**config.mk**
```make
export PLATFORM = sky130hd
export DESIGN_NAME = gis_regbank
export DESIGN_NICKNAME = d
export VERILOG_FILES = /design/src/pkg/gis_pkg.sv /design/src/gis_offset_sub.sv /design/src/gis_selftest.sv /design/src/gis_regbank.sv
export SDC_FILE = /design/constraint.sdc
export NUM_CORES = 1
export LEC_CHECK = 0
export ABC_CLOCK_PERIOD_IN_PS = 2750
export CAP_MARGIN = 40
export CELL_PAD_IN_SITES_DETAIL_PLACEMENT = 0
export CELL_PAD_IN_SITES_GLOBAL_PLACEMENT = 1
export CORE_MARGIN = 10
export CORE_UTILIZATION = 42
export DETAILED_ROUTE_END_ITERATION = 10
export DONT_BUFFER_PORTS = 1
export PLACE_DENSITY = 0.85
export SYNTH_ARGS = -nofsm -noshare
export SYNTH_HDL_FRONTEND = slang
export SYNTH_SLANG_ARGS = --single-unit
```
**constraint.sdc**
```tcl
create_clock -name MCLK -period 2.75 [get_ports MCLK]
set_input_delay 0.1375 -clock MCLK [delete_from_list [all_inputs] [get_ports MCLK]]
set_output_delay 0.1375 -clock MCLK [all_outputs]
set_load 0.1 [all_outputs]
```
**src/pkg/gis_pkg.sv**
```systemverilog
// constants and carriers shared by the gyro interface, offset and self-test register bank
package gis_pkg;
  // register map
  localparam logic [7:0] ADDR_IFOPT  = 8'h34;
  localparam logic [7:0] ADDR_OFSLO  = 8'h36;
  localparam logic [7:0] ADDR_OFSX   = 8'h37;
  localparam logic [7:0] ADDR_OFSY   = 8'h38;
  localparam logic [7:0] ADDR_OFSZ   = 8'h39;
  localparam logic [7:0] ADDR_SPARE0 = 8'h3a;
  localparam logic [7:0] ADDR_SPARE1 = 8'h3b;
  localparam logic [7:0] ADDR_BIST   = 8'h3c;
  localparam logic [7:0] RST_BYTE    = 8'h00;
  localparam logic [7:0] MASK_IFOPT  = 8'h37;
  // timing
  localparam int CLK_MHZ      = 50;
  localparam int WDT_SHORT_US = 1000;
  localparam int WDT_LONG_US  = 50000;
  localparam int BIST_RUN_US  = 10;
  localparam int WDT_CNT_W    = 22;
  localparam int BIST_CNT_W   = 10;
  localparam logic [BIST_CNT_W-1:0] BIST_RUN_CYC = BIST_CNT_W'(BIST_RUN_US * CLK_MHZ);
  // accepted self-test reading window
  localparam logic signed [15:0] BIST_LO = 16'shfc00;
  localparam logic signed [15:0] BIST_HI = 16'sh0400;
  localparam logic signed [15:0] DATA_MAX = 16'sh7fff;
  localparam logic signed [15:0] DATA_MIN = 16'sh8000;
  localparam logic [3:0] NVM_EMPTY = 4'h0;

  typedef struct packed {
    logic [1:0] rsv_hi;
    logic       sync_en;
    logic       sync_sel;
    logic       rsv_lo;
    logic       wdt_en;
    logic       wdt_sel;
    logic       three_wire;
  } gis_ifopt_t;

  typedef struct packed {
    logic [1:0] x_32;
    logic [2:0] y_31;
    logic [2:0] z_31;
  } gis_ofs_low_t;

  typedef struct packed {
    logic [3:0] spare_nibble;
    logic [1:0] x_10;
    logic       y_0;
    logic       z_0;
  } gis_spare_lsb_t;

  typedef struct packed {
    logic [2:0] rsv_hi;
    logic       rate_ok;
    logic       rsv_lo;
    logic       fail;
    logic       done;
    logic       running;
  } gis_bist_t;

  // non-volatile image of the offset and spare bytes
  typedef struct packed {
    gis_ofs_low_t   low;
    logic [7:0]     x_up;
    logic [7:0]     y_up;
    logic [7:0]     z_up;
    gis_spare_lsb_t lsb;
    logic [7:0]     spare_octet;
  } gis_nvm_img_t;

  typedef struct packed {
    logic signed [15:0] filt;
    logic signed [15:0] unfilt;
  } gis_axis_t;

  typedef enum logic [2:0] {
    ST_IDLE  = 3'b001,
    ST_RUN   = 3'b010,
    ST_CHECK = 3'b100
  } gis_bist_st_t;
endpackage : gis_pkg

```
**src/gis_offset_sub.sv**
```systemverilog
// per-axis offset subtraction with saturation, registered output
`timescale 1ns/10ps
module gis_offset_sub
  import gis_pkg::*;
(
  // clock and reset
  input  wire logic               clk,
  input  wire logic               rst_n,
  // data
  input  wire gis_axis_t          raw,
  input  wire logic signed [11:0] offset,
  output gis_axis_t               comp
);
  function automatic logic signed [15:0] sat_sub(input logic signed [15:0] a,
                                                  input logic signed [11:0] o);
    logic signed [16:0] d;
    d = {a[15], a} - {{5{o[11]}}, o};
    // clip instead of wrapping so a large offset never flips the sign
    if (d[16] != d[15]) sat_sub = d[16] ? DATA_MIN : DATA_MAX;
    else sat_sub = d[15:0];
  endfunction : sat_sub

  always_ff @(posedge clk) begin
    if (!rst_n) comp <= '0;
    else begin
      comp.filt   <= sat_sub(raw.filt, offset);
      comp.unfilt <= sat_sub(raw.unfilt, offset);
    end
  end
endmodule : gis_offset_sub

```
**src/gis_selftest.sv**
```systemverilog
// built-in self-test sequencer: run, judge reading, report done and fail
`timescale 1ns/10ps
module gis_selftest
  import gis_pkg::*;
(
  // clock and reset
  input  wire logic               clk,
  input  wire logic               rst_n,
  // control and sensor
  input  wire logic               start,
  input  wire logic signed [15:0] sense,
  // status
  output logic                    running,
  output logic                    done,
  output logic                    fail
);
  gis_bist_st_t            st_r;
  logic [BIST_CNT_W-1:0]   cnt_r;
  logic                    bad;

  assign bad     = (sense < BIST_LO) || (sense > BIST_HI);
  assign running = (st_r != ST_IDLE);

  always_ff @(posedge clk) begin
    if (!rst_n) begin
      st_r  <= ST_IDLE;
      cnt_r <= '0;
    end else begin
      unique case (st_r)
        ST_IDLE: begin
          cnt_r <= '0;
          if (start) st_r <= ST_RUN;
        end
        ST_RUN: begin
          cnt_r <= cnt_r + 1'b1;
          if (cnt_r == BIST_RUN_CYC - 1'b1) st_r <= ST_CHECK;
        end
        ST_CHECK: st_r <= ST_IDLE;
        default:  st_r <= ST_IDLE;
      endcase
    end
  end

  always_ff @(posedge clk) begin
    if (!rst_n) begin
      done <= 1'b0;
      fail <= 1'b0;
    end else if (st_r == ST_CHECK) begin
      done <= 1'b1;
      fail <= bad;
    end else if (start && st_r == ST_IDLE) begin
      done <= 1'b0;
      fail <= 1'b0;
    end
  end
endmodule : gis_selftest

```
**src/gis_regbank.sv**
```systemverilog
// gyro interface options, offset compensation, spare bytes and self-test register bank
`timescale 1ns/10ps
module gis_regbank
  import gis_pkg::*;
#(
  parameter logic [WDT_CNT_W-1:0] WDT_SHORT_CYC = WDT_CNT_W'(WDT_SHORT_US * CLK_MHZ),
  parameter logic [WDT_CNT_W-1:0] WDT_LONG_CYC  = WDT_CNT_W'(WDT_LONG_US * CLK_MHZ)
) (
  // clock and reset
  input  wire logic               MCLK,
  input  wire logic               RST_N,
  // register port from the serial front end
  input  wire logic [7:0]         REG_ADDR,
  input  wire logic               REG_WR,
  input  wire logic               REG_RD,
  input  wire logic [7:0]         REG_WDATA,
  output logic [7:0]              REG_RDATA,
  // digital interface options
  input  wire logic               I2C_MODE,
  input  wire logic               SERIAL_DATA_IN_PIN,
  input  wire logic               IRQ_PIN_THREE,
  input  wire logic               IRQ_PIN_FOUR,
  output logic                    EXT_SYNC_ACTIVE,
  output logic                    EXT_SYNC_SRC,
  output logic                    THREE_WIRE_SELECT,
  output logic                    I2C_WDT_EXPIRE,
  // non-volatile memory
  input  wire gis_nvm_img_t       NVM_IMAGE,
  input  wire logic               NVM_LOAD,
  input  wire logic               NVM_UNLOCK,
  input  wire logic [3:0]         NVM_REMAIN,
  input  wire logic               NVM_PROG_TRIG,
  output logic                    NVM_PROG_STROBE,
  output gis_nvm_img_t            NVM_PROG_DATA,
  // sensor data and self-test
  input  wire gis_axis_t [2:0]    RATE_RAW,
  output gis_axis_t [2:0]         RATE_COMP,
  input  wire logic               SENSOR_HEALTHY,
  input  wire logic signed [15:0] BIST_SENSE,
  output logic                    BIST_ACTIVE
);
  gis_ifopt_t            ifopt_r;
  gis_nvm_img_t          img_r;
  logic                  boot_load_r;
  logic                  load_now;
  logic [WDT_CNT_W-1:0]  wdt_cnt_r;
  logic [WDT_CNT_W-1:0]  wdt_limit;
  logic                  wdt_armed;
  logic                  wdt_hit;
  logic                  bist_start;
  logic                  bist_done;
  logic                  bist_fail;
  logic                  bist_run;
  logic                  prog_ok;
  logic signed [11:0]    ofs [3];
  gis_bist_t             bist_view;

  function automatic logic wr_hit(input logic wr, input logic [7:0] a,
                                  input logic [7:0] target);
    wr_hit = wr && (a == target);
  endfunction : wr_hit

  // assembles one axis offset from its upper byte and scattered low bits
  function automatic logic signed [11:0] axis_ofs(input gis_nvm_img_t m,
                                                  input logic [1:0] axis);
    unique case (axis)
      2'h0:    axis_ofs = {m.x_up, m.low.x_32, m.lsb.x_10};
      2'h1:    axis_ofs = {m.y_up, m.low.y_31, m.lsb.y_0};
      default: axis_ofs = {m.z_up, m.low.z_31, m.lsb.z_0};
    endcase
  endfunction : axis_ofs

  // interface options
  always_ff @(posedge MCLK) begin
    if (!RST_N) ifopt_r <= gis_ifopt_t'(RST_BYTE);
    else if (wr_hit(REG_WR, REG_ADDR, ADDR_IFOPT)) begin
      // reserved bits are stored as zero whatever the host sends
      ifopt_r <= gis_ifopt_t'(REG_WDATA & MASK_IFOPT);
    end
  end

  assign EXT_SYNC_ACTIVE   = ifopt_r.sync_en;
  assign EXT_SYNC_SRC      = ifopt_r.sync_sel ? IRQ_PIN_FOUR : IRQ_PIN_THREE;
  assign THREE_WIRE_SELECT = ifopt_r.three_wire;

  // data-line watchdog: counts while the line is held low
  assign wdt_armed = I2C_MODE && ifopt_r.wdt_en;
  assign wdt_limit = ifopt_r.wdt_sel ? WDT_LONG_CYC : WDT_SHORT_CYC;
  assign wdt_hit   = wdt_armed && !SERIAL_DATA_IN_PIN && (wdt_cnt_r == wdt_limit - 1'b1);

  always_ff @(posedge MCLK) begin
    if (!RST_N) wdt_cnt_r <= '0;
    else if (!wdt_armed || SERIAL_DATA_IN_PIN || wdt_hit) wdt_cnt_r <= '0;
    else wdt_cnt_r <= wdt_cnt_r + 1'b1;
  end

  always_ff @(posedge MCLK) begin
    if (!RST_N) I2C_WDT_EXPIRE <= 1'b0;
    else I2C_WDT_EXPIRE <= wdt_hit;
  end

  // image reload happens once after reset and on every load trigger
  always_ff @(posedge MCLK) begin
    if (!RST_N) boot_load_r <= 1'b1;
    else boot_load_r <= 1'b0;
  end
  assign load_now = boot_load_r || NVM_LOAD;

  // offset and spare bytes; a host write in the reload cycle wins
  always_ff @(posedge MCLK) begin
    if (!RST_N) img_r <= '0;
    else begin
      if (load_now) img_r <= NVM_IMAGE;
      if (wr_hit(REG_WR, REG_ADDR, ADDR_OFSLO)) img_r.low <= gis_ofs_low_t'(REG_WDATA);
      if (wr_hit(REG_WR, REG_ADDR, ADDR_OFSX)) img_r.x_up <= REG_WDATA;
      if (wr_hit(REG_WR, REG_ADDR, ADDR_OFSY)) img_r.y_up <= REG_WDATA;
      if (wr_hit(REG_WR, REG_ADDR, ADDR_OFSZ)) img_r.z_up <= REG_WDATA;
      if (wr_hit(REG_WR, REG_ADDR, ADDR_SPARE0)) img_r.lsb <= gis_spare_lsb_t'(REG_WDATA);
      if (wr_hit(REG_WR, REG_ADDR, ADDR_SPARE1)) img_r.spare_octet <= REG_WDATA;
    end
  end

  // NVM programming: refused trigger leaves no trace at the ports
  assign prog_ok = NVM_PROG_TRIG && NVM_UNLOCK && (NVM_REMAIN != NVM_EMPTY);

  always_ff @(posedge MCLK) begin
    if (!RST_N) begin
      NVM_PROG_STROBE <= 1'b0;
      NVM_PROG_DATA   <= '0;
    end else begin
      NVM_PROG_STROBE <= prog_ok;
      if (prog_ok) NVM_PROG_DATA <= img_r;
    end
  end

  // offset compensation per axis
  genvar g;
  generate
    for (g = 0; g < 3; g++) begin : g_axis
      assign ofs[g] = axis_ofs(img_r, 2'(g));
      gis_offset_sub u_sub (
        .clk    (MCLK),
        .rst_n  (RST_N),
        .raw    (RATE_RAW[g]),
        .offset (ofs[g]),
        .comp   (RATE_COMP[g])
      );
    end
  endgenerate

  // self-test: a trigger during a run is ignored
  assign bist_start = wr_hit(REG_WR, REG_ADDR, ADDR_BIST) && REG_WDATA[0];

  gis_selftest u_bist (
    .clk     (MCLK),
    .rst_n   (RST_N),
    .start   (bist_start),
    .sense   (BIST_SENSE),
    .running (bist_run),
    .done    (bist_done),
    .fail    (bist_fail)
  );
  assign BIST_ACTIVE = bist_run;

  always_comb begin
    bist_view         = '0;
    bist_view.rate_ok = SENSOR_HEALTHY;
    bist_view.fail    = bist_fail;
    bist_view.done    = bist_done;
    bist_view.running = bist_run;
  end

  // registered read-back; unmapped addresses read zero
  always_ff @(posedge MCLK) begin
    if (!RST_N) REG_RDATA <= RST_BYTE;
    else if (REG_RD) begin
      unique case (REG_ADDR)
        ADDR_IFOPT:  REG_RDATA <= ifopt_r;
        ADDR_OFSLO:  REG_RDATA <= img_r.low;
        ADDR_OFSX:   REG_RDATA <= img_r.x_up;
        ADDR_OFSY:   REG_RDATA <= img_r.y_up;
        ADDR_OFSZ:   REG_RDATA <= img_r.z_up;
        ADDR_SPARE0: REG_RDATA <= img_r.lsb;
        ADDR_SPARE1: REG_RDATA <= img_r.spare_octet;
        ADDR_BIST:   REG_RDATA <= bist_view;
        default:     REG_RDATA <= RST_BYTE;
      endcase
    end
  end
endmodule : gis_regbank

```
==> flow_metrics.tcl, run 1 <==
set metrics [dict create \
    fin_nets 2454 \
    root_buffer "clkbuf_16" \
    cts_tree "done" \
    synth_top_family_by_area "compound AO/OA/AOI/OAI gates" \
    worst_ep_arrival_time_ns 3.29 \
    die_h_um 204 \
    violations "hold timing, setup timing" \
    r2r-start "img_r[10]$_SDFFE_PN0P_" \
    slew_headroom_pct 47.9 \
    synth_xor_area_share_pct 5.38 \
    drtIter0Drc 1167 \
    dieArea_um2 41500 \
    holdPathStages 3 \
    maxCapViolations 0 \
    grt_start_max_net_pins 63 \
    fp.dieW_um 204 \
    ant_nets 0 \
    ys.flop_type "dfxtp_1" \
    reg2reg_slack_ns -0.07 \
    cts_buffers 29 \
    yosysTopAreaCell "dfxtp_1" \
    setup_viol 15 \
    syn_inst 1780 \
    ys_ff_latch 245 \
    synth-adder-area-share_pct 9.50 \
    crit_chain "ha_4, inv_2, fa_2, a211oi_2, nor2_1, o21bai_1, a211oi_2, a211o_1, o31a_1, o21ai_2, buf_6, o21ai_2" \
    mostFrequentLayoutCells "dfxtp_1 (241), nand2_1 (239), nor2_1 (183), dlygate4sd3_1 (178), a21oi_1 (173)" \
    synthTopCellsByArea "dfxtp_1 (35%), ha_1 (8.7%), a21oi_1 (6.4%)" \
    path_clk_slew_ns 0.06 \
    rsz0062_at_grt "true" \
    synth_top_area_share_pct 34.6 \
    route.detailed.drc 0 \
    design_area_um2 20700 \
    clkLatencyLatePin_ns 0.59 \
    yosysUniqueCellTypes 82 \
    final_max_slew_viol_count 0 \
    min_period_over_period_pct 103 \
    synth_compound_area_share_pct 24.5 \
    grt_overflow 0 \
    holdWs_ns -0.00605 \
    io_buffers 0 \
    cp_slowest_cell "fa_2" \
    finalWirelength_mm 57.9 \
    startpoint "img_r[10]$_SDFFE_PN0P_" \
    placed_area_um2 17400 \
    fin_util_pct 61.9 \
    cpLargestDelayFamily "compound AO/OA/AOI/OAI gates" \
    first_pass_iters 5 \
    track_usage_pct 25.8 \
    critical_path_buf_inv_count 2 \
    core_region_area_um2 33400 \
    tightest_slew_ns 0.781 \
    cpPeakStageDelay_ns 0.39 \
    clock_path_buffers 3 \
    synth-seq-area-share_pct 34.6 \
    async_flop_share_pct 0 \
    syn-num-nets 2076 \
    power_w 0.0147 \
    ir_drop_mv 0.605 \
    pre_cts_slack_ns -0.152 \
    htree_levels 1 \
    viasPerCell 5.74 \
    reg2regPathDepth 12 \
    syn_area_um2 14200 \
    vias 15100 \
    fin_crit_ns 2.82 \
    power_density_nw_per_um2 709 \
    r2r_end "g_axis[0].u_sub.comp[11]$_SDFF_PN0_" \
    place.gp.congestion 0.897 \
    muxShareOfSynthArea_pct 1.99 \
    cp.required_ns 3.22 \
    status "finished, violations left" \
    leakagePower_nw 8.24 \
    dp_hpwl_mm 41.8 \
    yosys.area_share.simple_pct 19.2 \
    synth_edf_count 0 \
    final.setup.worst_slack_ns -0.0690 \
    start_util_pct 42.4 \
    pin_count 350 \
    cts.sinks 245 \
    ys.warnings.count 0 \
    avgSynthCellArea_um2 7.96 \
    path_max_fanout 7 \
    hold_path.class "input port to register" \
    hold_viol_final 2 \
    grt_pass1_vias 14900 \
    cp-end-kind "register" \
    path_class "register to register" \
    worstSetupStartpointType "register" \
    final_common_cell "dfxtp_1" \
    drive_gt1_share_pct 19.0 \
    grt_pass1_wl_mm 85.4 \
    wl_per_cell_um 21.9 \
    fmax_mhz 355 \
    worstHoldStart "RATE_RAW[33]" \
    grt_antenna_before_repair 14 \
    areaGrowthSynthToFinish_pct 46.2 \
    rows 67 \
    fin_skew_ns 0.00788 \
    hold-path-endpoint "g_axis[1].u_sub.comp[1]$_SDFF_PN0_" \
]
==> cells in the mapped netlist (6+ instances only) <==
| library cell | number |
|---|---|
| fa_1 | 6 |
| a221oi_1 | 6 |
| a21oi_2 | 10 |
| a21boi_0 | 6 |
| o2111ai_1 | 7 |
| mux2i_1 | 9 |
| clkbuf_1 | 74 |
| a22oi_1 | 9 |
| nand2_1 | 240 |
| o31ai_1 | 6 |
| or3_1 | 10 |
| nand4_1 | 12 |
| a211oi_1 | 16 |
| nor4_1 | 6 |
| and3_1 | 9 |
| o21a_1 | 9 |
| nor3_1 | 19 |
| nor2b_1 | 12 |
| inv_1 | 74 |
| nand3_1 | 46 |
| o211ai_1 | 15 |
| ha_1 | 98 |
| dfxtp_1 | 245 |
| o21bai_1 | 10 |
| xnor2_1 | 50 |
| a21o_1 | 25 |
| nand3b_1 | 6 |
| mux4_2 | 8 |
| nor3b_1 | 8 |
| a31oi_1 | 10 |
| a21oi_1 | 181 |
| a311oi_1 | 49 |
| nand2b_1 | 19 |
| xor2_1 | 37 |
| nor2_1 | 184 |
| o21ai_0 | 159 |
==> worst max path at each step <==
stage,slack [ns],depth (start not counted),end
after global routing,-0.19,12,g_axis[0].u_sub.comp[6]$_SDFF_PN0_
final,-0.07,12,g_axis[0].u_sub.comp[11]$_SDFF_PN0_
after floorplan,0.03,12,g_axis[0].u_sub.comp[10]$_SDFF_PN0_
after CTS,0.005,10,g_axis[1].u_sub.comp[24]$_SDFF_PN0_
after global placement,-0.04,11,g_axis[0].u_sub.comp[27]$_SDFF_PN0_
after detailed placement,-0.15,11,g_axis[0].u_sub.comp[9]$_SDFF_PN0_
==> cells by family (layout without fill, tap and decap cells) <==
group           after synthesis  in the layout
xor+xnor                     87             87
buf+inv                     164            563
mux                          18             18
fa+ha+maj                   104            104
flops                       245            245
other cells                   0             12
compound gates              557            558
simple gates                605            606
==> stage by stage <==
step / std cells / setup TNS (ns) / hold slack, ns
3_3_place_gp: 2282 / -0.338 / 0.222
5_1_grt: 2639 / -2.96 / 0.0143
2_1_floorplan: 1780 / 0 / 0.215
6_report: 2641 / -0.666 / -0.00605
3_5_place_dp: 2381 / -2.98 / 0.222
4_1_cts: 2612 / 0 / 0.00160
==> area by class of cell <==
type / instances / area (um^2)
fillers: 2750 / 12700
diodes: 12 / 30.0
inverters: 75 / 287
clock buffers: 41 / 831
well taps: 448 / 561
clock inverters: 13 / 168
flip-flops and latches: 245 / 4910
multi-input cells: 1373 / 8950
repair buffers: 434 / 4980
==> tightest hold or removal path, delay by kind of cell <==
family                     cells  cell delay [ns]
adders and majority gates      1             0.18
AOI/OAI and AO/OA              1             0.14
and+or+nand+nor                1             0.08
==> report_power, final <==
group,total [W],leakage [nW],switching [W],internal (W)
Sequential,0.00426,2.02,0.000333,0.00393
Combinational,0.00638,5.73,0.00405,0.00233
Clock,0.00404,0.488,0.00165,0.00239
==> per-layer routing <==
layer	global-route usage (%)	vias up	part of all wire, %	routed length, um
met3	5.70	148	8.0	4650
li1	-	7128	-	-
met4	12.0	2	4.6	2690
met1	30.9	7183	40	23000
met5	0	-	0.022	13
met2	43.3	686	48	27500
==> timing repair <==
action | in CTS | in global routing
cloned | 0 | 5
pin swaps | 2 | 26
setup buffers | 1 | 9
gates resized for setup | 16 | 93
hold endpoints to repair | 157 | 3
endpoints found under the setup margin | 59 | 90
hold buffers | 176 | 3
==> flip-flops by register name, summed over array words and instances (netlist names), 3 cells and up <==
name,cells
u_bist.st_r,3
img_r,48
ifopt_r,3
u_bist.cnt_r,10
NVM_PROG_DATA,48
g_axis.u_sub.comp,96
wdt_cnt_r,22
REG_RDATA,8
Note: power is estimated with default switching activity, not from simulation.
==> run 2: changes to the inputs <==
==> constraint.sdc (replaced) <==
create_clock -name MCLK -period 2.75 [get_ports MCLK]
set_input_delay 0.4125 -clock MCLK [delete_from_list [all_inputs] [get_ports MCLK]]
set_output_delay 0.4125 -clock MCLK [all_outputs]
set_load 0.1 [all_outputs]
==> flow_metrics.tcl, run 2 (synthesized netlist as in run 1, its figures left out) <==
set metrics [dict create \
    place.gp.congestion 0.886 \
    vias 14300 \
    finalWirelength_mm 56.3 \
    cp-end-kind "register" \
    slew_headroom_pct 50.6 \
    cts_buffers 29 \
    htree_levels 1 \
    ir_drop_mv 0.488 \
    cts.sinks 245 \
    areaGrowthSynthToFinish_pct 37.8 \
    pre_cts_slack_ns -0.247 \
    path_max_fanout 7 \
    io_buffers 0 \
    grt_pass1_vias 13900 \
    start_util_pct 42.4 \
    drtIter0Drc 1053 \
    drive_gt1_share_pct 21.1 \
    power_frac_clock_pct 28.9 \
    ant_nets 0 \
    dp_hpwl_mm 42.5 \
    combinationalPowerShare_pct 41.8 \
    hold_path.class "input port to register" \
    grt_pass1_wl_mm 83.8 \
    rsz0062_at_grt "true" \
    status "complete, no violations" \
    grt_start_max_net_pins 83 \
    p_sw_share_pct 40.6 \
    clock_path_buffers 3 \
    pin_count 350 \
    path_class "register to register" \
    grt_antenna_before_repair 16 \
    route.detailed.drc 0 \
    dp.cells 2385 \
    clkLatencyLatePin_ns 0.57 \
    power_density_nw_per_um2 750 \
    fin_skew_ns 0.00988 \
    path_clk_slew_ns 0.06 \
    fin_util_pct 58.4 \
    p_sw_w 0.00594 \
    fin_crit_ns 2.75 \
    mostFrequentLayoutCells "dfxtp_1 (241), nand2_1 (240), nor2_1 (182), a21oi_1 (172), o21ai_0 (142)" \
    tightest_slew_ns 0.742 \
    wl_per_cell_um 22.8 \
    hold_viol_final 0 \
    fmax_mhz 364 \
    core_region_area_um2 33400 \
    cts_tree "done" \
    worstSetupStartpointType "register" \
    final_common_cell "dfxtp_1" \
    cp.required_ns 3.18 \
    fp.dieW_um 204 \
    root_buffer "clkbuf_16" \
    setup_viol 0 \
    rows 67 \
    holdWs_ns 0.0185 \
    first_pass_iters 5 \
    p_seq_share_pct 29.3 \
    p_int_w 0.00870 \
    finalNonFillerCells 2474 \
    leakagePower_nw 7.68 \
    fin_nets 2286 \
    maxCapViolations 0 \
    design_area_um2 19500 \
    largest_reg_flops 96 \
    placed_area_um2 17900 \
    largest_registers "g_axis.u_sub.comp: 96 flops, NVM_PROG_DATA: 48 flops, img_r: 48 flops" \
    grt_overflow 0 \
    viasPerCell 5.80 \
    dieArea_um2 41500 \
    worst_ep_arrival_time_ns 3.18 \
    final_max_slew_viol_count 0 \
    min_period_over_period_pct 99.9 \
    largest_register "g_axis.u_sub.comp" \
    die_h_um 204 \
    final.setup.worst_slack_ns 0.00337 \
    track_usage_pct 25.5 \
]
-- run 2: cell count changes in the layout (fill, tap and decap cells not counted), sizes merged --
cell / previous run / this run
nand3: 47 / 46
o21ai: 165 / 164
diode: 12 / 14
clkbuf: 41 / 36
buf: 256 / 258
bufinv: 3 / 6
inv: 75 / 72
clkinvlp: 2 / 7
dlygate4sd3: 178 / 9
-- run 2: path summary, 6_finish.rpt --
kind	from	endpoint	slack, ns	cells after the start
max reg2reg	img_r[10]$_SDFFE_PN0P_	g_axis[0].u_sub.comp[5]$_SDFF_PN0_	0.003	12
min	REG_WDATA[4]	img_r[12]$_SDFFE_PN0P_	0.02	2
max	img_r[10]$_SDFFE_PN0P_	g_axis[0].u_sub.comp[5]$_SDFF_PN0_	0.003	12
min reg2reg	wdt_cnt_r[0]$_SDFF_PP0_	wdt_cnt_r[0]$_SDFF_PP0_	0.45	1
-- run 2: area by class of cell --
type	instances	area, um^2
clock buffer	35	788
tap	448	561
inverter	75	294
fill	2915	13900
multi-input combinational	1371	8960
timing repair buffer	268	3720
clock inverter	18	253
sequential	245	4910
antenna	14	35.0
-- run 2: critical path, cell delays in order (launching register included) --
cell      delay, ns
dfxtp_4        0.37
ha_2           0.19
inv_1          0.05
fa_2           0.35
a211oi_2       0.21
nor2_2         0.08
o21bai_2       0.19
a211oi_2       0.10
a211o_1        0.28
o31a_1         0.32
o21ai_2        0.21
buf_6          0.16
o21ai_0        0.11
-- run 2: repair_timing --
action,CTS,global route
hold endpoints to repair,15,0
cloned,1,1
hold buffers,9,0
endpoints found under the setup margin,61,81
pin swaps,6,16
buffers inserted,2,9
resized for setup,24,81
-- run 2: through the flow --
step | total power [W] | TNS (ns)
3_3_place_gp | 0.00875 | -2.50
3_5_place_dp | 0.0102 | -6.20
4_1_cts | 0.0145 | 0
2_1_floorplan | 0.00810 | 0
6_report | 0.0146 | 0
5_1_grt | 0.0151 | -1.53
-- run 2: power by group through the flow --
stage | sequential (W) | clock (W) | combinational [W]
global placement | 0.00650 | 0 | 0.00225
global route | 0.00431 | 0.00442 | 0.00640
CTS | 0.00428 | 0.00429 | 0.00596
finish | 0.00428 | 0.00424 | 0.00612
detailed placement | 0.00435 | 0 | 0.00588
floorplan | 0.00646 | 0 | 0.00164
-- run 2: metal layers --
metal	global-route usage [%]	vias up	share of wire (%)
li1	-	6783	-
met1	31.4	6764	40
met2	41.5	635	47
met3	6.24	150	8.0
met4	11.6	8	4.3
met5	0	-	0.096
==> run 3: changes to the inputs <==
--- a/config.mk
+++ b/config.mk
@@ -7,7 +7,7 @@
 export LEC_CHECK = 0
 export ABC_CLOCK_PERIOD_IN_PS = 2750
 export CAP_MARGIN = 40
-export CELL_PAD_IN_SITES_DETAIL_PLACEMENT = 0
+export CELL_PAD_IN_SITES_DETAIL_PLACEMENT = 1
 export CELL_PAD_IN_SITES_GLOBAL_PLACEMENT = 1
 export CORE_MARGIN = 10
 export CORE_UTILIZATION = 42
==> flow_metrics.tcl, run 3 (synthesized netlist as in run 1, its figures left out) <==
set metrics [dict create \
    status "finished, violations left" \
    violations "setup timing" \
    path_class "register to register" \
    route.detailed.drc 0 \
    rsz0062_at_grt "true" \
    pin_count 350 \
    final_common_cell "nand2_1" \
    finalWirelength_mm 68.9 \
    dp_hpwl_mm 49.0 \
    cts_buffers 30 \
    grt_pass1_vias 16100 \
    leakagePower_nw 7.87 \
    largest_reg_flops 96 \
    worstSetupStartpointType "register" \
    holdWs_ns 0.0112 \
    cts_tree "done" \
    slew_headroom_pct 47.4 \
    setup_viol 23 \
    fp.dieW_um 204 \
    cp_slowest_cell "o2111ai_1" \
    grt_antenna_before_repair 19 \
    io_buffers 0 \
    fin_nets 2321 \
    path_clk_slew_ns 0.06 \
    vias 15400 \
    maxCapViolations 0 \
    grt_start_max_net_pins 83 \
    cp-end-kind "register" \
    place.gp.congestion 0.886 \
    wl_per_cell_um 27.4 \
    grt_overflow 0 \
    cpPeakStageDelay_ns 0.36 \
    min_period_over_period_pct 108 \
    first_pass_iters 7 \
    fin_crit_ns 2.96 \
    areaGrowthSynthToFinish_pct 41.4 \
    fin_skew_ns 0.00939 \
    drive_gt1_share_pct 23.1 \
    viasPerCell 6.13 \
    tightest_slew_ns 0.789 \
    rows 67 \
    drtIter0Drc 1030 \
    final.setup.worst_slack_ns -0.208 \
    hold_viol_final 0 \
    ant_nets 0 \
    hold_path.class "input port to register" \
    die_h_um 204 \
    clock_path_buffers 3 \
    track_usage_pct 30.3 \
    final_max_slew_viol_count 0 \
    finalNonFillerCells 2513 \
    core_region_area_um2 33400 \
    dp.cells 2385 \
    root_buffer "clkbuf_16" \
    worst_ep_arrival_time_ns 3.44 \
    crit_chain "inv_2, ha_1, nor2b_1, o2111ai_1, a41oi_2, o221a_2, o31ai_4, xnor2_2, o21ai_2, buf_6, o31ai_2" \
    dieArea_um2 41500 \
    htree_levels 1 \
    grt_pass1_wl_mm 98.4 \
    cts.sinks 245 \
    largest_register "g_axis.u_sub.comp" \
    mostFrequentLayoutCells "nand2_1 (239), dfxtp_1 (237), nor2_1 (180), a21oi_1 (172), buf_4 (136)" \
    power_density_nw_per_um2 749 \
    start_util_pct 42.4 \
    clkLatencyLatePin_ns 0.58 \
    cp.required_ns 3.23 \
    fmax_mhz 338 \
    ir_drop_mv 0.611 \
    largest_registers "g_axis.u_sub.comp: 96 flops, NVM_PROG_DATA: 48 flops, img_r: 48 flops" \
    path_max_fanout 13 \
]
-- run 3: changes by cell type in the layout (fill, tap and decap cells not counted), moves of 5 or more --
| cell | delta |
|---|---|
| buf_4 | +14 |
| o21ai_1 | +19 |
| diode_2 | +5 |
| o21ai_0 | -21 |
| inv_2 | +5 |
| inv_1 | -5 |
| ha_4 | +6 |
| dlygate4sd3_1 | +14 |
-- run 3: stage by stage --
stage | setup slack (ns) | util, % | instance area, um^2 | setup TNS [ns] | power, W
2_1_floorplan | 0.0122 | - | 14200 | 0 | 0.00810
3_3_place_gp | -0.115 | 45.8 | 15300 | -2.50 | 0.00875
3_5_place_dp | -0.423 | 53.4 | 17900 | -12.46 | 0.0104
4_1_cts | -0.0290 | 57.8 | 19300 | -0.0290 | 0.0147
5_1_grt | -0.277 | 59.8 | 20000 | -7.76 | 0.0155
6_report | -0.208 | 59.9 | 20000 | -2.54 | 0.0150
-- run 3: critical path, delay by kind of cell (launching register included) --
kind	cells	cell delay, ns
AO/OA/AOI/OAI	6	1.59
XOR/XNOR	1	0.18
adder cells (fa/ha/maj)	1	0.30
buffers and inverters	2	0.25
flip-flops	1	0.35
AND/OR/NAND/NOR	1	0.17
-- run 3: path summary, 6_finish.rpt --
path | start | end | slack (ns) | depth (start not counted)
hold / removal | REG_WDATA[7] | img_r[23]$_SDFFE_PN0P_ | 0.01 | 2
hold reg to reg | NVM_PROG_DATA[34]$_SDFFE_PN0P_ | NVM_PROG_DATA[34]$_SDFFE_PN0P_ | 0.46 | 2
setup / recovery | img_r[11]$_SDFFE_PN0P_ | g_axis[0].u_sub.comp[4]$_SDFF_PN0_ | -0.21 | 11
setup reg to reg | img_r[11]$_SDFFE_PN0P_ | g_axis[0].u_sub.comp[4]$_SDFF_PN0_ | -0.21 | 11
-- run 3: repair_timing --
item,4_1_cts,5_1_grt
gates cloned,0,3
endpoints found under the setup margin,78,90
hold endpoints to repair,32,0
setup buffers,7,23
pin swaps,6,40
hold buffers,23,0
resized for setup,42,128
-- run 3: layer usage --
layer  vias to the layer above  part of all wire (%)  global-route usage (%)
met1                      7564                    37                    33.4
met5                         -                 0.068                       0
met4                         6                   5.5                    16.9
met2                       743                    49                    51.9
li1                       6867                     -                       -
met3                       237                   8.0                    8.22
-- run 3: where the power goes --
| group | leakage [nW] | total, W | internal (W) | switching, W |
|---|---|---|---|---|
| Sequential | 2.02 | 0.00431 | 0.00393 | 0.000382 |
| Combinational | 5.37 | 0.00652 | 0.00229 | 0.00423 |
| Clock | 0.485 | 0.00418 | 0.00248 | 0.00170 |
| Total | 7.87 | 0.0150 | 0.00869 | 0.00632 |
-- run 3: final cells by class --
type / instances / area [um^2]
fill: 3774 / 13400
multi-input combinational: 1372 / 9150
sequential: 245 / 4920
timing repair buffer: 301 / 4030
clock buffer: 39 / 825
tap: 448 / 561
inverter: 75 / 294
clock inverter: 14 / 198
antenna: 19 / 47.5
